--- src/rtl/code_bank_pkg.sv ---
package code_bank_pkg;

  // special function register addresses
  localparam logic [7:0] SELECT_ADDR = 8'h94;
  localparam logic [7:0] MODE_ADDR   = 8'h95;

  // field positions in the select register
  localparam int CUR_LSB  = 4;
  localparam int NEXT_LSB = 0;

  // field positions in the mode register
  localparam int MM_BIT   = 7;
  localparam int MB_LSB   = 4;
  localparam int SF_BIT   = 3;
  localparam int IB_LSB   = 0;

  // widths and reset values
  localparam int BANK_W = 3;
  localparam logic [2:0] BANK_ZERO  = 3'h0;
  localparam logic [7:0] MODE_RESET = 8'h00;
  localparam logic [15:0] RESET_PC  = 16'h0000;
  localparam int STACK_DEPTH = 32;

  // bank pair saved on the bank stack
  typedef struct packed {
    logic [2:0] cur;
    logic [2:0] nxt;
  } bank_pair_t;

  // control transfer events from the instruction sequencer
  typedef struct packed {
    logic long_jump;
    logic indirect_jump;
    logic call;
    logic ret;
    logic irq;
  } xfer_t;

  // special function register access strobes
  typedef struct packed {
    logic       wr;
    logic [7:0] addr;
    logic [7:0] wdata;
  } sfr_wr_t;

endpackage

--- src/rtl/program_memory_bank_extension.sv ---
`timescale 1ns/1ns
// What this block does
// - after reset fetch starts at address 0000 in bank zero.
// - program space is eight 64 Kbyte banks selected by three address bits above the 16-bit pc.
// - setting next, interrupt and movc bank bits to one then a long jump frees the top pins.
// - each shared port pin outputs its upper address bit (current bank, or movc bank on movc reads with memory mode one) anded with its port latch.
// - reset clears current bank bits and sets port latches to one so the pins show zero.
// - current bank is read only and takes next bank on each long jump.
// - with indirect jump banking enabled an indirect jump acts like a long jump.
// - select register holds current bank in bits 6:4 and next bank in bits 2:0, resets to x000x000.
// - mode register holds memory mode, movc bank, stack full and interrupt bank, resets to 00.
// - code constant reads use current bank when memory mode is zero, else movc bank.
// - a call pushes both bank fields, bumps the pointer, then copies next into current.
// - a return pops the pointer and restores both bank fields.
// - an interrupt pushes both fields then loads both from the interrupt bank bits.
// - reset clears memory mode, movc bank and interrupt bank bits.
// - stack full is set whenever a bank stack overflow is imminent.
module program_memory_bank_extension
  import code_bank_pkg::*;
#(
  parameter int DEPTH = STACK_DEPTH
)
(
  // clock and reset
  input  wire logic             core_clk,
  input  wire logic             srst,
  // sequencer events and fetch kind
  input  wire xfer_t            xfer,
  input  wire logic             code_const_read,
  input  wire logic             indirect_jump_banking_enable,
  // special function register bus
  input  wire sfr_wr_t          sfr,
  input  wire logic [7:0]       sfr_raddr,
  output logic [7:0]            sfr_rdata,
  // port latches shared with upper pins
  input  wire logic             port_latch_wr,
  input  wire logic [1:0]       port_latch_wdata,
  // address outputs
  output logic [BANK_W-1:0]     prog_addr_hi,
  output logic [1:0]            port_four_pin,
  output logic [15:0]           reset_vector
);

  localparam int PW = $clog2(DEPTH) + 1;
  localparam logic [PW-1:0] PTR_ONE  = PW'(1);
  localparam logic [PW-1:0] FULL_LVL = PW'(DEPTH - 1);
  localparam logic [1:0]    LATCH_ONES = 2'h3; // both shared pins in address mode

  logic [2:0]    current_bank_reg, current_bank_next;
  logic [2:0]    next_bank_reg, next_bank_next;
  logic          memory_mode_reg;
  logic [2:0]    movc_bank_reg, interrupt_bank_reg;
  logic [1:0]    port_four_latch_reg;
  logic [PW-1:0] ptr_reg, ptr_next;
  logic          stack_full_reg;
  logic [PW-1:0] chk_depth_reg;
  bank_pair_t    stack_mem [DEPTH];

  // bank stack slot, the pointer without its top bit; only the pointer holds the full count
  function automatic logic [PW-2:0] slot(input logic [PW-1:0] p);
    return p[PW-2:0];
  endfunction

  // event decode; interrupt outranks call, call outranks return
  wire jump_take = xfer.long_jump | (xfer.indirect_jump & indirect_jump_banking_enable);
  wire push_take = xfer.irq | xfer.call;
  wire pop_take  = xfer.ret & ~push_take & (ptr_reg != '0);
  wire sel_wr    = sfr.wr & (sfr.addr == SELECT_ADDR);
  wire mode_wr   = sfr.wr & (sfr.addr == MODE_ADDR);
  wire [PW-1:0] ptr_dec = ptr_reg - PTR_ONE;
  wire bank_pair_t popped = stack_mem[slot(ptr_dec)];

  // bank field next values; a push saves the old pair before the copy
  always_comb
  begin
    current_bank_next = current_bank_reg;
    next_bank_next    = sel_wr ? sfr.wdata[NEXT_LSB +: BANK_W] : next_bank_reg;
    ptr_next          = ptr_reg;
    if (xfer.irq)
    begin
      current_bank_next = interrupt_bank_reg;
      next_bank_next    = interrupt_bank_reg;
      ptr_next          = ptr_reg + PTR_ONE;
    end
    else if (xfer.call)
    begin
      current_bank_next = next_bank_reg;
      ptr_next          = ptr_reg + PTR_ONE;
    end
    else if (pop_take)
    begin
      current_bank_next = popped.cur;
      next_bank_next    = popped.nxt;
      ptr_next          = ptr_dec;
    end
    else if (jump_take)
      current_bank_next = next_bank_reg;
  end

  // bank state; current bank never takes a software write
  always_ff @(posedge core_clk)
  begin
    if (srst)
    begin
      current_bank_reg <= BANK_ZERO;
      next_bank_reg    <= BANK_ZERO;
      ptr_reg          <= '0;
    end
    else
    begin
      current_bank_reg <= current_bank_next;
      next_bank_reg    <= next_bank_next;
      ptr_reg          <= ptr_next;
    end
  end

  // stack storage; pushes past the top are dropped, stack full warns first
  always_ff @(posedge core_clk)
  begin
    if (push_take && ptr_reg < PW'(DEPTH))
      stack_mem[slot(ptr_reg)] <= '{cur: current_bank_reg, nxt: next_bank_reg};
  end

  // mode register; the stack full bit is hardware owned
  always_ff @(posedge core_clk)
  begin
    if (srst)
    begin
      memory_mode_reg    <= MODE_RESET[MM_BIT];
      movc_bank_reg      <= MODE_RESET[MB_LSB +: BANK_W];
      interrupt_bank_reg <= MODE_RESET[IB_LSB +: BANK_W];
    end
    else if (mode_wr)
    begin
      memory_mode_reg    <= sfr.wdata[MM_BIT];
      movc_bank_reg      <= sfr.wdata[MB_LSB +: BANK_W];
      interrupt_bank_reg <= sfr.wdata[IB_LSB +: BANK_W];
    end
  end

  // stack full tracks the next pointer so it is valid with the level
  always_ff @(posedge core_clk)
  begin
    if (srst)
      stack_full_reg <= MODE_RESET[SF_BIT];
    else
      stack_full_reg <= (ptr_next >= FULL_LVL);
  end

  // port latches reset high so the shared pins follow the bank bits
  always_ff @(posedge core_clk)
  begin
    if (srst)
      port_four_latch_reg <= LATCH_ONES;
    else if (port_latch_wr)
      port_four_latch_reg <= port_latch_wdata;
  end

  // upper address; registered from the next bank value, so it changes on the same edge as the bank registers
  wire [2:0] addr_hi_next = (code_const_read && memory_mode_reg) ? movc_bank_reg
                                                                  : current_bank_next;
  always_ff @(posedge core_clk)
  begin
    if (srst)
    begin
      prog_addr_hi  <= BANK_ZERO;
      port_four_pin <= 2'h0;
      reset_vector  <= RESET_PC;
    end
    else
    begin
      prog_addr_hi  <= addr_hi_next;
      port_four_pin <= addr_hi_next[2:1] & port_four_latch_reg;
      reset_vector  <= RESET_PC;
    end
  end

  // register read mux; unused bits read as zero
  wire [7:0] sel_val  = {1'b0, current_bank_reg, 1'b0, next_bank_reg};
  wire [7:0] mode_val = {memory_mode_reg, movc_bank_reg, stack_full_reg, interrupt_bank_reg};
  always_ff @(posedge core_clk)
  begin
    if (srst)
      sfr_rdata <= 8'h00;
    else
      sfr_rdata <= (sfr_raddr == SELECT_ADDR) ? sel_val :
                   (sfr_raddr == MODE_ADDR)   ? mode_val : 8'h00;
  end

  // checks
  // independent depth count, so the full flag is not checked against its own pointer
  always_ff @(posedge core_clk)
  begin
    if (srst)
      chk_depth_reg <= '0;
    else if (push_take)
      chk_depth_reg <= chk_depth_reg + PTR_ONE;
    else if (xfer.ret && chk_depth_reg != '0)
      chk_depth_reg <= chk_depth_reg - PTR_ONE;
  end
endmodule

--- config.mk ---
export PLATFORM = sky130hd
export DESIGN_NAME = program_memory_bank_extension
export DESIGN_NICKNAME = d
export VERILOG_FILES = /design/src/rtl/code_bank_pkg.sv /design/src/rtl/program_memory_bank_extension.sv
export SDC_FILE = /design/constraint.sdc
export NUM_CORES = 1
export LEC_CHECK = 0
export BUFFER_PORTS_ARGS = -buffer_cell sky130_fd_sc_hd__buf_4
export CORE_ASPECT_RATIO = 0.6
export CORE_MARGIN = 4
export CORE_UTILIZATION = 55
export CTS_CLUSTER_SIZE = 8
export DETAILED_ROUTE_END_ITERATION = 16
export PLACE_DENSITY = 0.79
export SLEW_MARGIN = 20
export SYNTH_ARGS = -nofsm -noshare
export SYNTH_HDL_FRONTEND = slang
export SYNTH_SLANG_ARGS = --single-unit
--- constraint.sdc ---
create_clock -name core_clk -period 4.35 [get_ports core_clk]
set_input_delay 0.87 -clock core_clk [delete_from_list [all_inputs] [get_ports core_clk]]
set_output_delay 0.87 -clock core_clk [all_outputs]
set_load 0.01 [all_outputs]
**Word-level counts from Yosys, hierarchy flattened**

Memory sizes are Yosys's and may differ from the RTL's.
Cells that the tools add are included.

- Register bits: 35
- RAM bits: 192
- Memories: 1
- Word-level logic and storage cells: 51
- Output and inout bits: 29
- Input bits: 37

Memory list:

| memory | words | width | read ports | clocked after Yosys merged registers in | write ports | RTL line | source |
|---|---|---|---|---|---|---|---|
| stack_mem | 32 | 6 | 1 | 0 | 1 | program_memory_bank_extension.sv:57 | `bank_pair_t stack_mem [DEPTH];` |

- Reductions and logical operators: 4
- Bitwise gates (word level): 10
- Add/sub/neg operators: 2
- Magnitude comparators: 2
- Eq/ne operators: 4
- Mux-type cells: 16

Operators by type and width:

| kind | number |
|---|---|
| $eq A8 B8 Y1 const B | 4 |
| $mux W3 | 9 |
| $mux W6 | 3 |
| $mux W7 | 2 |
| $add A6 B1 Y6 const B | 1 |
| $ge A6 B5 Y1 const B | 1 |
| $lt A6 B6 Y1 const B | 1 |
| $reduce_bool A6 Y1 | 1 |
| $sub A6 B1 Y6 const B | 1 |
| $and A1 B1 Y1 | 5 |
| $reduce_or A3 Y1 | 1 |
| $and A2 B2 Y2 | 1 |
| $logic_and A1 B1 Y1 | 2 |
| $mux W1 | 2 |
| $not A1 Y1 | 2 |
| $or A1 B1 Y1 | 2 |

**Longest topological paths before layout**

Gate-level depths: netlist of the first run.

- Word-level depth: 9
- Gate-level depth with buffers: 13
- Depth with buffers taken out: 8

**Least setup slack after synthesis of the first run**

Ideal clock, no wire load.

- Kind: register -> register
- Start point: reg ptr_reg[0]
- End point: reg next_bank_reg[0]
- Data required time: 4.224 ns
- Slack: 1.199 ns
- Clock period less this slack: 3.151 ns
- Arrival: 3.025 ns
- Cell stages (with the launch flop): 14
- Buffers on the path: 7
- Setup time: 0.126 ns
- Cells stage by stage: dfxtp_1 buf_6 buf_12 buf_12 inv_1 ha_1 buf_2 buf_2 buf_2 buf_2 mux4_2 mux4_2 o31ai_1 o22ai_1

- Word-level cells in the longest chain between the ends: 5
- Elaborated cells between the ends (all ways): 7
- Those cells by class: add/sub: 1; mux: 3; bitwise: 1; reduce/logical: 1; memory: 1

Ends and longest elaborated chain:

| element | RTL line | source |
|---|---|---|
| start: declaration | program_memory_bank_extension.sv:54 | `logic [PW-1:0] ptr_reg, ptr_next;` |
| start signal: assignment | program_memory_bank_extension.sv:113 | `ptr_reg <= ptr_next;` |
| $sub A6 B1 Y6 or $reduce_bool A6 Y1 (tied branches) | program_memory_bank_extension.sv:70, program_memory_bank_extension.sv:67 |  |
| $mem_v2 Z32 W6 or $and A1 B1 Y1 (tied branches) | - |  |
| $mux W3 * | program_memory_bank_extension.sv:90 | `else if (pop_take)` |
| $mux W3 * | program_memory_bank_extension.sv:85 | `else if (xfer.call)` |
| $mux W3 * | program_memory_bank_extension.sv:79 | `if (xfer.irq)` |
| end signal: assignment | program_memory_bank_extension.sv:112 | `next_bank_reg <= next_bank_next;` |
| end: declaration | program_memory_bank_extension.sv:50 | `logic [2:0] next_bank_reg, next_bank_next;` |

Every way passes the cells marked *; elsewhere a longest branch is shown, timed or not.
A chain may end at the register's enable or synchronous reset.

**Worst setup path in the final report of the first run**

- Start point: reg ptr_reg[1]
- End point: reg prog_addr_hi[0]

- Word-level cells in the longest chain between the ends: 6
- Elaborated cells between the ends (all ways): 8
- Those cells by class: add/sub: 1; mux: 4; bitwise: 1; reduce/logical: 1; memory: 1

Ends and longest elaborated chain:

| element | RTL line | source |
|---|---|---|
| $sub A6 B1 Y6 or $reduce_bool A6 Y1 (tied branches) | program_memory_bank_extension.sv:70, program_memory_bank_extension.sv:67 |  |
| $mem_v2 Z32 W6 or $and A1 B1 Y1 (tied branches) | - |  |
| $mux W3 * | program_memory_bank_extension.sv:90 |  |
| $mux W3 * | program_memory_bank_extension.sv:85 |  |
| $mux W3 * | program_memory_bank_extension.sv:79 |  |
| $mux W3 * | program_memory_bank_extension.sv:160 | `wire [2:0] addr_hi_next = (code_const_read && memory_mode_reg) ? movc_bank_reg` |
| end signal: assignment | program_memory_bank_extension.sv:172 | `prog_addr_hi <= addr_hi_next;` |
| end: declaration | program_memory_bank_extension.sv:39 | `output logic [BANK_W-1:0] prog_addr_hi,` |

Marked as above.

==> metrics.md, run 1 <==
| Metric | Value |
|---|---|
| Status | finished, final reports clean |
| Placed Instances | 813 |
| Final Hold Viols | 0 |
| CTS max path bufs | 3 |
| Maximum vdd drop | 369 uV |
| Yosys reg bits | 227 |
| Clk sink count | 227 |
| Crit Path Category | reg2reg |
| Layout cells sized above 1 | 27.4% |
| Root buffer cell | clkbuf_16 |
| Area of the core | 17100 um^2 |
| IO Count | 66 |
| Power Total | 5.60 mW |
| Fin cells | 862 |
| GP Congestion | 0.967 |
| CP Launch Type | register |
| Final Cycle Share | 70.7% |
| Main area contributors after synthesis | edfxtp_1 60%, mux4_2 11%, dfxtp_1 7.3% |
| Top-area cell type share of the netlist area | 60.2% |
| R2R setup slack | 1.27 ns |
| Post_cts resized | 0 |
| GRT Overall Usage | 21.5% |
| Avg Inst Size Synth | 17.6 um^2 |
| Sequential area share after synthesis | 67.5% |
| CTS tree | built |
| Slew HR | 48.2% |
| Grt ovf | 0 |
| Hold_buf cts | 0 |
| Buffers on Ports | 48 |
| Initial Util | 55.9% |
| Max-slew violations | 0 |
| Reg-to-Reg End | prog_addr_hi[0] |
| Worst Path Arrival | 3.42 ns |
| Vias in the first global route | 5134 |
| Setup crit end | prog_addr_hi[0] |
| Worst reg2reg path depth | 8 |
| Worst slew pin tran | 0.776 ns |
| CP Launch Point | ptr_reg[1] |
| Reg clk slew, reported paths | 0.05 ns |
| Layout Nets | 657 |
| Final setup fails | 0 |
| Commonest cells post-synth | 192 x edfxtp_1, 69 x nor2_1, 47 x mux4_2, 35 x dfxtp_1 |
| Syn. warnings | 0 |
| RR Startpoint | ptr_reg[1] |
| Total number of H-tree levels | 2 |
| Max reg flops | 192 |
| Crit end category | register |
| Leak | 3.80 nW |
| Setup bufs post-CTS | 0 |
| Antenna-violating nets left | 0 |
| Crit-path cells | inv_1 -> ha_2 -> buf_4 -> mux4_2 -> mux4_1 -> nand3_1 -> a311o_1 -> a311oi_1 |
| Die width | 178 um |
| Synth area leader | edfxtp_1 |
| CTS Buf Count | 34 |
| Inserted Diodes | 0 |
| Drt wl/cell | 24.1 um |
| Max stage delay on crit path | 0.58 ns |
| Min-delay worst type | reg2reg |
| Min Tclk post-route | 3.08 ns |
| Drt total wl | 20800 um |
| DRT Pass-1 Iters | 5 |
| Post-DR vias/cell | 6.12 |
| Filler instances | 1149 |
| Clk Latency, worst-skew pair | 0.49 ns |
| Commonest register cell after synthesis | edfxtp_1 |
| # DRC | 0 |
| Initial antenna violation count | 0 |
| DP HPWL | 13000 um |
| Largest net degree at the start of global routing | 36 |
| Number of enable flip-flop cells after synthesis | 192 |
| Fmax | 0.325 GHz |
| Crit Path Max Fanout | 21 |
| Crit path required time | 4.70 ns |
| DR vias | 5274 |
| Fraction of registers with async set or reset after synthesis | 0% |
| Power Density | 509 nW/um^2 |
| Row count | 37 |
| Most common cell in the synthesized netlist | edfxtp_1 |
| First DRT Iteration DRCs | 681 |
| Post-synthesis cell area | 9580 um^2 |
| Syn Inst Count | 545 |
| Die Y | 110 um |
| Area growth, synth to finish | 14.9% |
| Area of the die | 19700 um^2 |
| Netlist cell types | 64 |
| RSZ-0062 raised after global routing | false |
| First-pass GRT wire length | 31300 um |
| Slowest cell on the critical path | dfxtp_1 |
| Skew final | 0.0144 ns |
| Setup TNS | 0 ns |
| Max_cap viols | 0 |
logic make-up after synthesis:
logic type / count (synthesis) / share of synthesized area (%)
flip-flops: 227 / 67.5
XOR/XNOR: 8 / 1.32
AO/OA/AOI/OAI: 48 / 3.91
multiplexers: 84 / 16.4
adder cells (fa/ha/maj): 5 / 0.653
other: 1 / 0.0391
buffers and inverters: 45 / 3.53
AND/OR/NAND/NOR: 127 / 6.66
worst min-delay path by stage:
stage	slack [ns]	startpoint	endpoint	cells after the start
global route	0.51	stack_full_reg	sfr_rdata[3]	1
detailed placement	0.48	stack_full_reg	sfr_rdata[3]	1
floorplan	0.44	stack_full_reg	sfr_rdata[3]	1
CTS	0.49	stack_full_reg	sfr_rdata[3]	1
global placement	0.47	stack_full_reg	sfr_rdata[3]	1
finish	0.49	stack_full_reg	sfr_rdata[3]	1
layer usage:
layer	GRT usage, %	up-vias	wire length, um
li1	-	2282	-
met1	32.4	2649	8980
met2	31.8	306	9400
met3	5.83	37	2060
met4	5.25	0	304
met5	0	-	0
worst max-delay path: cells and delay by family, from the launching register on:
family | cells | cell delay, ns
AO/OA/AOI/OAI | 2 | 0.36
adder cells (fa/ha/maj) | 1 | 0.40
buffers and inverters | 2 | 0.51
flip-flops | 1 | 0.58
multiplexers | 2 | 0.95
AND/OR/NAND/NOR | 1 | 0.12
stage by stage:
stage          hold slack [ns]  utilization, %  cell area [um^2]  worst slack [ns]
6_report                 0.491            64.2             11000              1.27
5_1_grt                  0.511            64.2             11000              1.14
4_1_cts                  0.491            64.2             11000              1.31
3_5_place_dp             0.476            58.8             10100              1.33
3_3_place_gp             0.468            58.8             10100              1.41
2_1_floorplan            0.437               -              9640              1.20
power by group:
group	switching, mW	internal, mW	total, mW
combinational	0.469	0.371	0.840
sequential	0.0429	2.41	2.46
clock	0.883	1.42	2.30
total	1.39	4.21	5.60
cell usage in the layout, fill, tap and decap left out, types with 4 or more instances in the layout:
| cell | synthesis | layout |
|---|---|---|
| mux4_2 | 47 | 47 |
| mux2_2 | 9 | 9 |
| o22ai_1 | 6 | 6 |
| mux4_1 | 8 | 8 |
| nand3_1 | 7 | 7 |
| o21ai_0 | 7 | 7 |
| nand3b_1 | 4 | 4 |
| conb_1 | 1 | 16 |
| nor2_1 | 69 | 69 |
| nand2_1 | 19 | 19 |
| edfxtp_1 | 192 | 192 |
| clkbuf_16 | 0 | 34 |
| dfxtp_1 | 35 | 34 |
| mux2i_1 | 20 | 20 |
| nor3_1 | 5 | 5 |
| inv_1 | 5 | 5 |
| clkbuf_1 | 3 | 11 |
| xnor2_1 | 4 | 4 |
| ha_1 | 5 | 4 |
| buf_4 | 20 | 58 |
area by class of cell:
class                   count  area, um^2  share of cell area, %
flip-flops and latches    227        6470                   58.8
clock inverters             4        41.3                  0.375
inverters                   5        18.8                  0.171
well taps                 234         293                   2.66
multi-input cells         288        2830                   25.8
repair buffers             59         455                   4.14
clock buffers              45         892                   8.11
Note: power is estimated with default switching activity, not from simulation.
==> inputs of run 2 (changes only) <==
--- a/config.mk
+++ b/config.mk
@@ -5,13 +5,14 @@
 export SDC_FILE = /design/constraint.sdc
 export NUM_CORES = 1
 export LEC_CHECK = 0
+export ABC_AREA = 1
 export BUFFER_PORTS_ARGS = -buffer_cell sky130_fd_sc_hd__buf_4
 export CORE_ASPECT_RATIO = 0.6
 export CORE_MARGIN = 4
-export CORE_UTILIZATION = 55
+export CORE_UTILIZATION = 54
 export CTS_CLUSTER_SIZE = 8
 export DETAILED_ROUTE_END_ITERATION = 16
-export PLACE_DENSITY = 0.79
+export PLACE_DENSITY = 0.8
 export SLEW_MARGIN = 20
 export SYNTH_ARGS = -nofsm -noshare
 export SYNTH_HDL_FRONTEND = slang
==> constraint.sdc (replaced) <==
create_clock -name core_clk -period 2.5 [get_ports core_clk]
set_input_delay 0.5 -clock core_clk [delete_from_list [all_inputs] [get_ports core_clk]]
set_output_delay 0.5 -clock core_clk [all_outputs]
set_load 0.01 [all_outputs]
==> metrics.md, run 2 <==
| Metric | Value |
|---|---|
| Clk Latency, worst-skew pair | 0.49 ns |
| Sequential area share after synthesis | 66.5% |
| Total number of H-tree levels | 2 |
| Fmax | 0.435 GHz |
| Clock group share of total power | 41.7% |
| Main area contributors after synthesis | edfxtp_1 59%, dfxtp_1 7.2%, nand2_1 6.0% |
| Int Pwr | 7.48 mW |
| CTS tree | built |
| Post_cts resized | 0 |
| Worst Path Arrival | 2.71 ns |
| CTS max path bufs | 3 |
| IO Count | 66 |
| Power Density | 885 nW/um^2 |
| Sw Ratio | 26.9% |
| Post-DP Area | 10500 um^2 |
| Post-synthesis cell area | 9720 um^2 |
| Clk sink count | 227 |
| Min Tclk post-route | 2.30 ns |
| Final Cycle Share | 92.0% |
| Fraction of registers with async set or reset after synthesis | 0% |
| Area growth, synth to finish | 18.9% |
| First-pass GRT wire length | 39000 um |
| Layout Nets | 1058 |
| Sequential power share | 41.4% |
| Setup bufs post-CTS | 0 |
| Die width | 181 um |
| GRT Overall Usage | 24.3% |
| Root buffer cell | clkbuf_16 |
| Commonest register cell after synthesis | edfxtp_1 |
| Post-DR vias/cell | 5.73 |
| # DRC | 0 |
| RSZ-0062 raised after global routing | false |
| Most frequent CP cell | nand3_1 |
| Reg clk slew, reported paths | 0.05 ns |
| DR vias | 7302 |
| Synth area leader | edfxtp_1 |
| Max-slew violations | 0 |
| Yosys reg bits | 227 |
| Skew final | 0.0152 ns |
| Final instance area | 11600 um^2 |
| First DRT Iteration DRCs | 1125 |
| Maximum vdd drop | 577 uV |
| Grt ovf | 0 |
| Most common cell in the synthesized netlist | edfxtp_1 |
| Syn. warnings | 0 |
| Setup TNS | 0 ns |
| Combinational power share | 16.9% |
| Avg Inst Size Synth | 10.5 um^2 |
| Max reg flops | 192 |
| Max stage delay on crit path | 0.68 ns |
| CP Launch Type | register |
| Netlist cell types | 33 |
| Max_cap viols | 0 |
| Drt total wl | 24500 um |
| GP Congestion | 0.914 |
| CTS Buf Count | 34 |
| DRT Pass-1 Iters | 6 |
| Crit-path cells | nor2_2 -> nand3_1 -> nand3_1 -> nor2_1 -> nand2_1 -> nand3_1 -> nand2_1 -> nand3_1 -> nand2_1 -> nor2_1 |
| Initial antenna violation count | 0 |
| Min-delay worst type | in2reg |
| Commonest cells post-synth | 192 x edfxtp_1, 156 x nand2_1, 153 x nor2_1, 77 x nand3_1 |
| CP Buf/Inv Count | 0 |
| Area of the core | 17400 um^2 |
| Crit path required time | 2.91 ns |
| Net switching power | 2.75 mW |
| Slew HR | 48.6% |
| Top-area cell type share of the netlist area | 59.3% |
| Slowest cell on the critical path | dfxtp_1 |
| Number of enable flip-flop cells after synthesis | 192 |
| Antenna-violating nets left | 0 |
| Row count | 37 |
| Area of the die | 20300 um^2 |
| Die Y | 112 um |
| Most frequent cells in the layout | 192 x edfxtp_1, 156 x nand2_1, 153 x nor2_1 |
| Layout cells sized above 1 | 14.5% |
| Drt wl/cell | 19.2 um |
| Final setup fails | 0 |
| Commonest non-fill, non-tap cell in the layout | edfxtp_1 |
| Inserted Diodes | 0 |
| Final Hold Viols | 0 |
| Status | finished, final reports clean |
| Syn Inst Count | 924 |
| Initial Util | 55.9% |
| Hold_buf cts | 0 |
| Crit end category | register |
| Buffers on Ports | 48 |
| Largest net degree at the start of global routing | 101 |
| DP HPWL | 14800 um |
| Largest delay share family, worst path | simple AND/OR/NAND/NOR gates |
| Leak | 4.56 nW |
| Worst slew pin tran | 0.770 ns |
| Vias in the first global route | 7359 |
| Power Total | 10.2 mW |
| Crit Path Category | reg2reg |
| Crit Path Max Fanout | 11 |
[run 2: cell types whose count changed after synthesis, moves of 8 or more]
cell,change
nand2_1,+137
o211ai_1,+22
mux4_2,-47
o21ai_0,+65
nor2_1,+84
a21oi_1,+21
mux4_1,-8
buf_2,+19
mux2i_1,-20
clkbuf_1,+10
mux2_2,-9
inv_1,+67
o21ai_1,+12
nand3_1,+70
[run 2: path summary, 6_finish.rpt]
kind,from,end,cells past startpoint,slack [ns]
worst min-delay path,port_latch_wr,port_four_latch_reg[1],2,0.23
worst max register to register,ptr_reg[2],port_four_pin[1],10,0.20
worst max-delay path,ptr_reg[2],port_four_pin[1],10,0.20
worst min register to register,stack_full_reg,sfr_rdata[3],2,0.43
[run 2: routing by layer]
metal  global-route usage, %  vias up  part of all wire, %
li1                        -     3335                    -
met1                    34.2     3445                   40
met2                    37.0      444                   46
met3                    6.30       78                   11
met4                    8.55        0                  3.0
met5                       0        -                    0
[run 2: layout make-up]
class | count | area, um^2
sequential | 227 | 6470
fill | 1243 | 5850
multi-input combinational | 576 | 2680
clock buffer | 60 | 1010
timing repair buffer | 102 | 816
tap | 234 | 293
inverter | 75 | 282
clock inverter | 1 | 7.51
[run 2: power by group through the flow]
stage / clock network, mW / logic, mW / registers, mW
finish: 4.26 / 1.73 / 4.23
global route: 4.51 / 1.90 / 4.23
CTS: 4.30 / 1.70 / 4.23
detailed placement: 0 / 1.67 / 4.30
global placement: 0 / 1.62 / 4.30
floorplan: 0 / 1.09 / 4.30
[run 2: stage by stage]
stage	hold WS (ns)	instances	worst slack, ns	util, %
CTS	0.223	1275	0.278	66.4
finish	0.234	1275	0.201	66.4
floorplan	0.394	939	0.0852	-
detailed placement	0.412	1214	0.296	60.5
global placement	0.417	1214	0.356	60.5
global route	0.228	1275	0.0309	66.4
[run 2: cell families (layout without fill, tap and decap cells)]
logic type / after synthesis / after routing / synth area share, %
DFF: 227 / 227 / 66.5
other: 1 / 16 / 0.0386
AOI/OAI and AO/OA: 154 / 154 / 9.10
and+or+nand+nor: 396 / 396 / 16.6
buffers and inverters: 136 / 238 / 6.55
xor gates and xnor gates: 5 / 5 / 0.605
adders and majority gates: 5 / 5 / 0.644
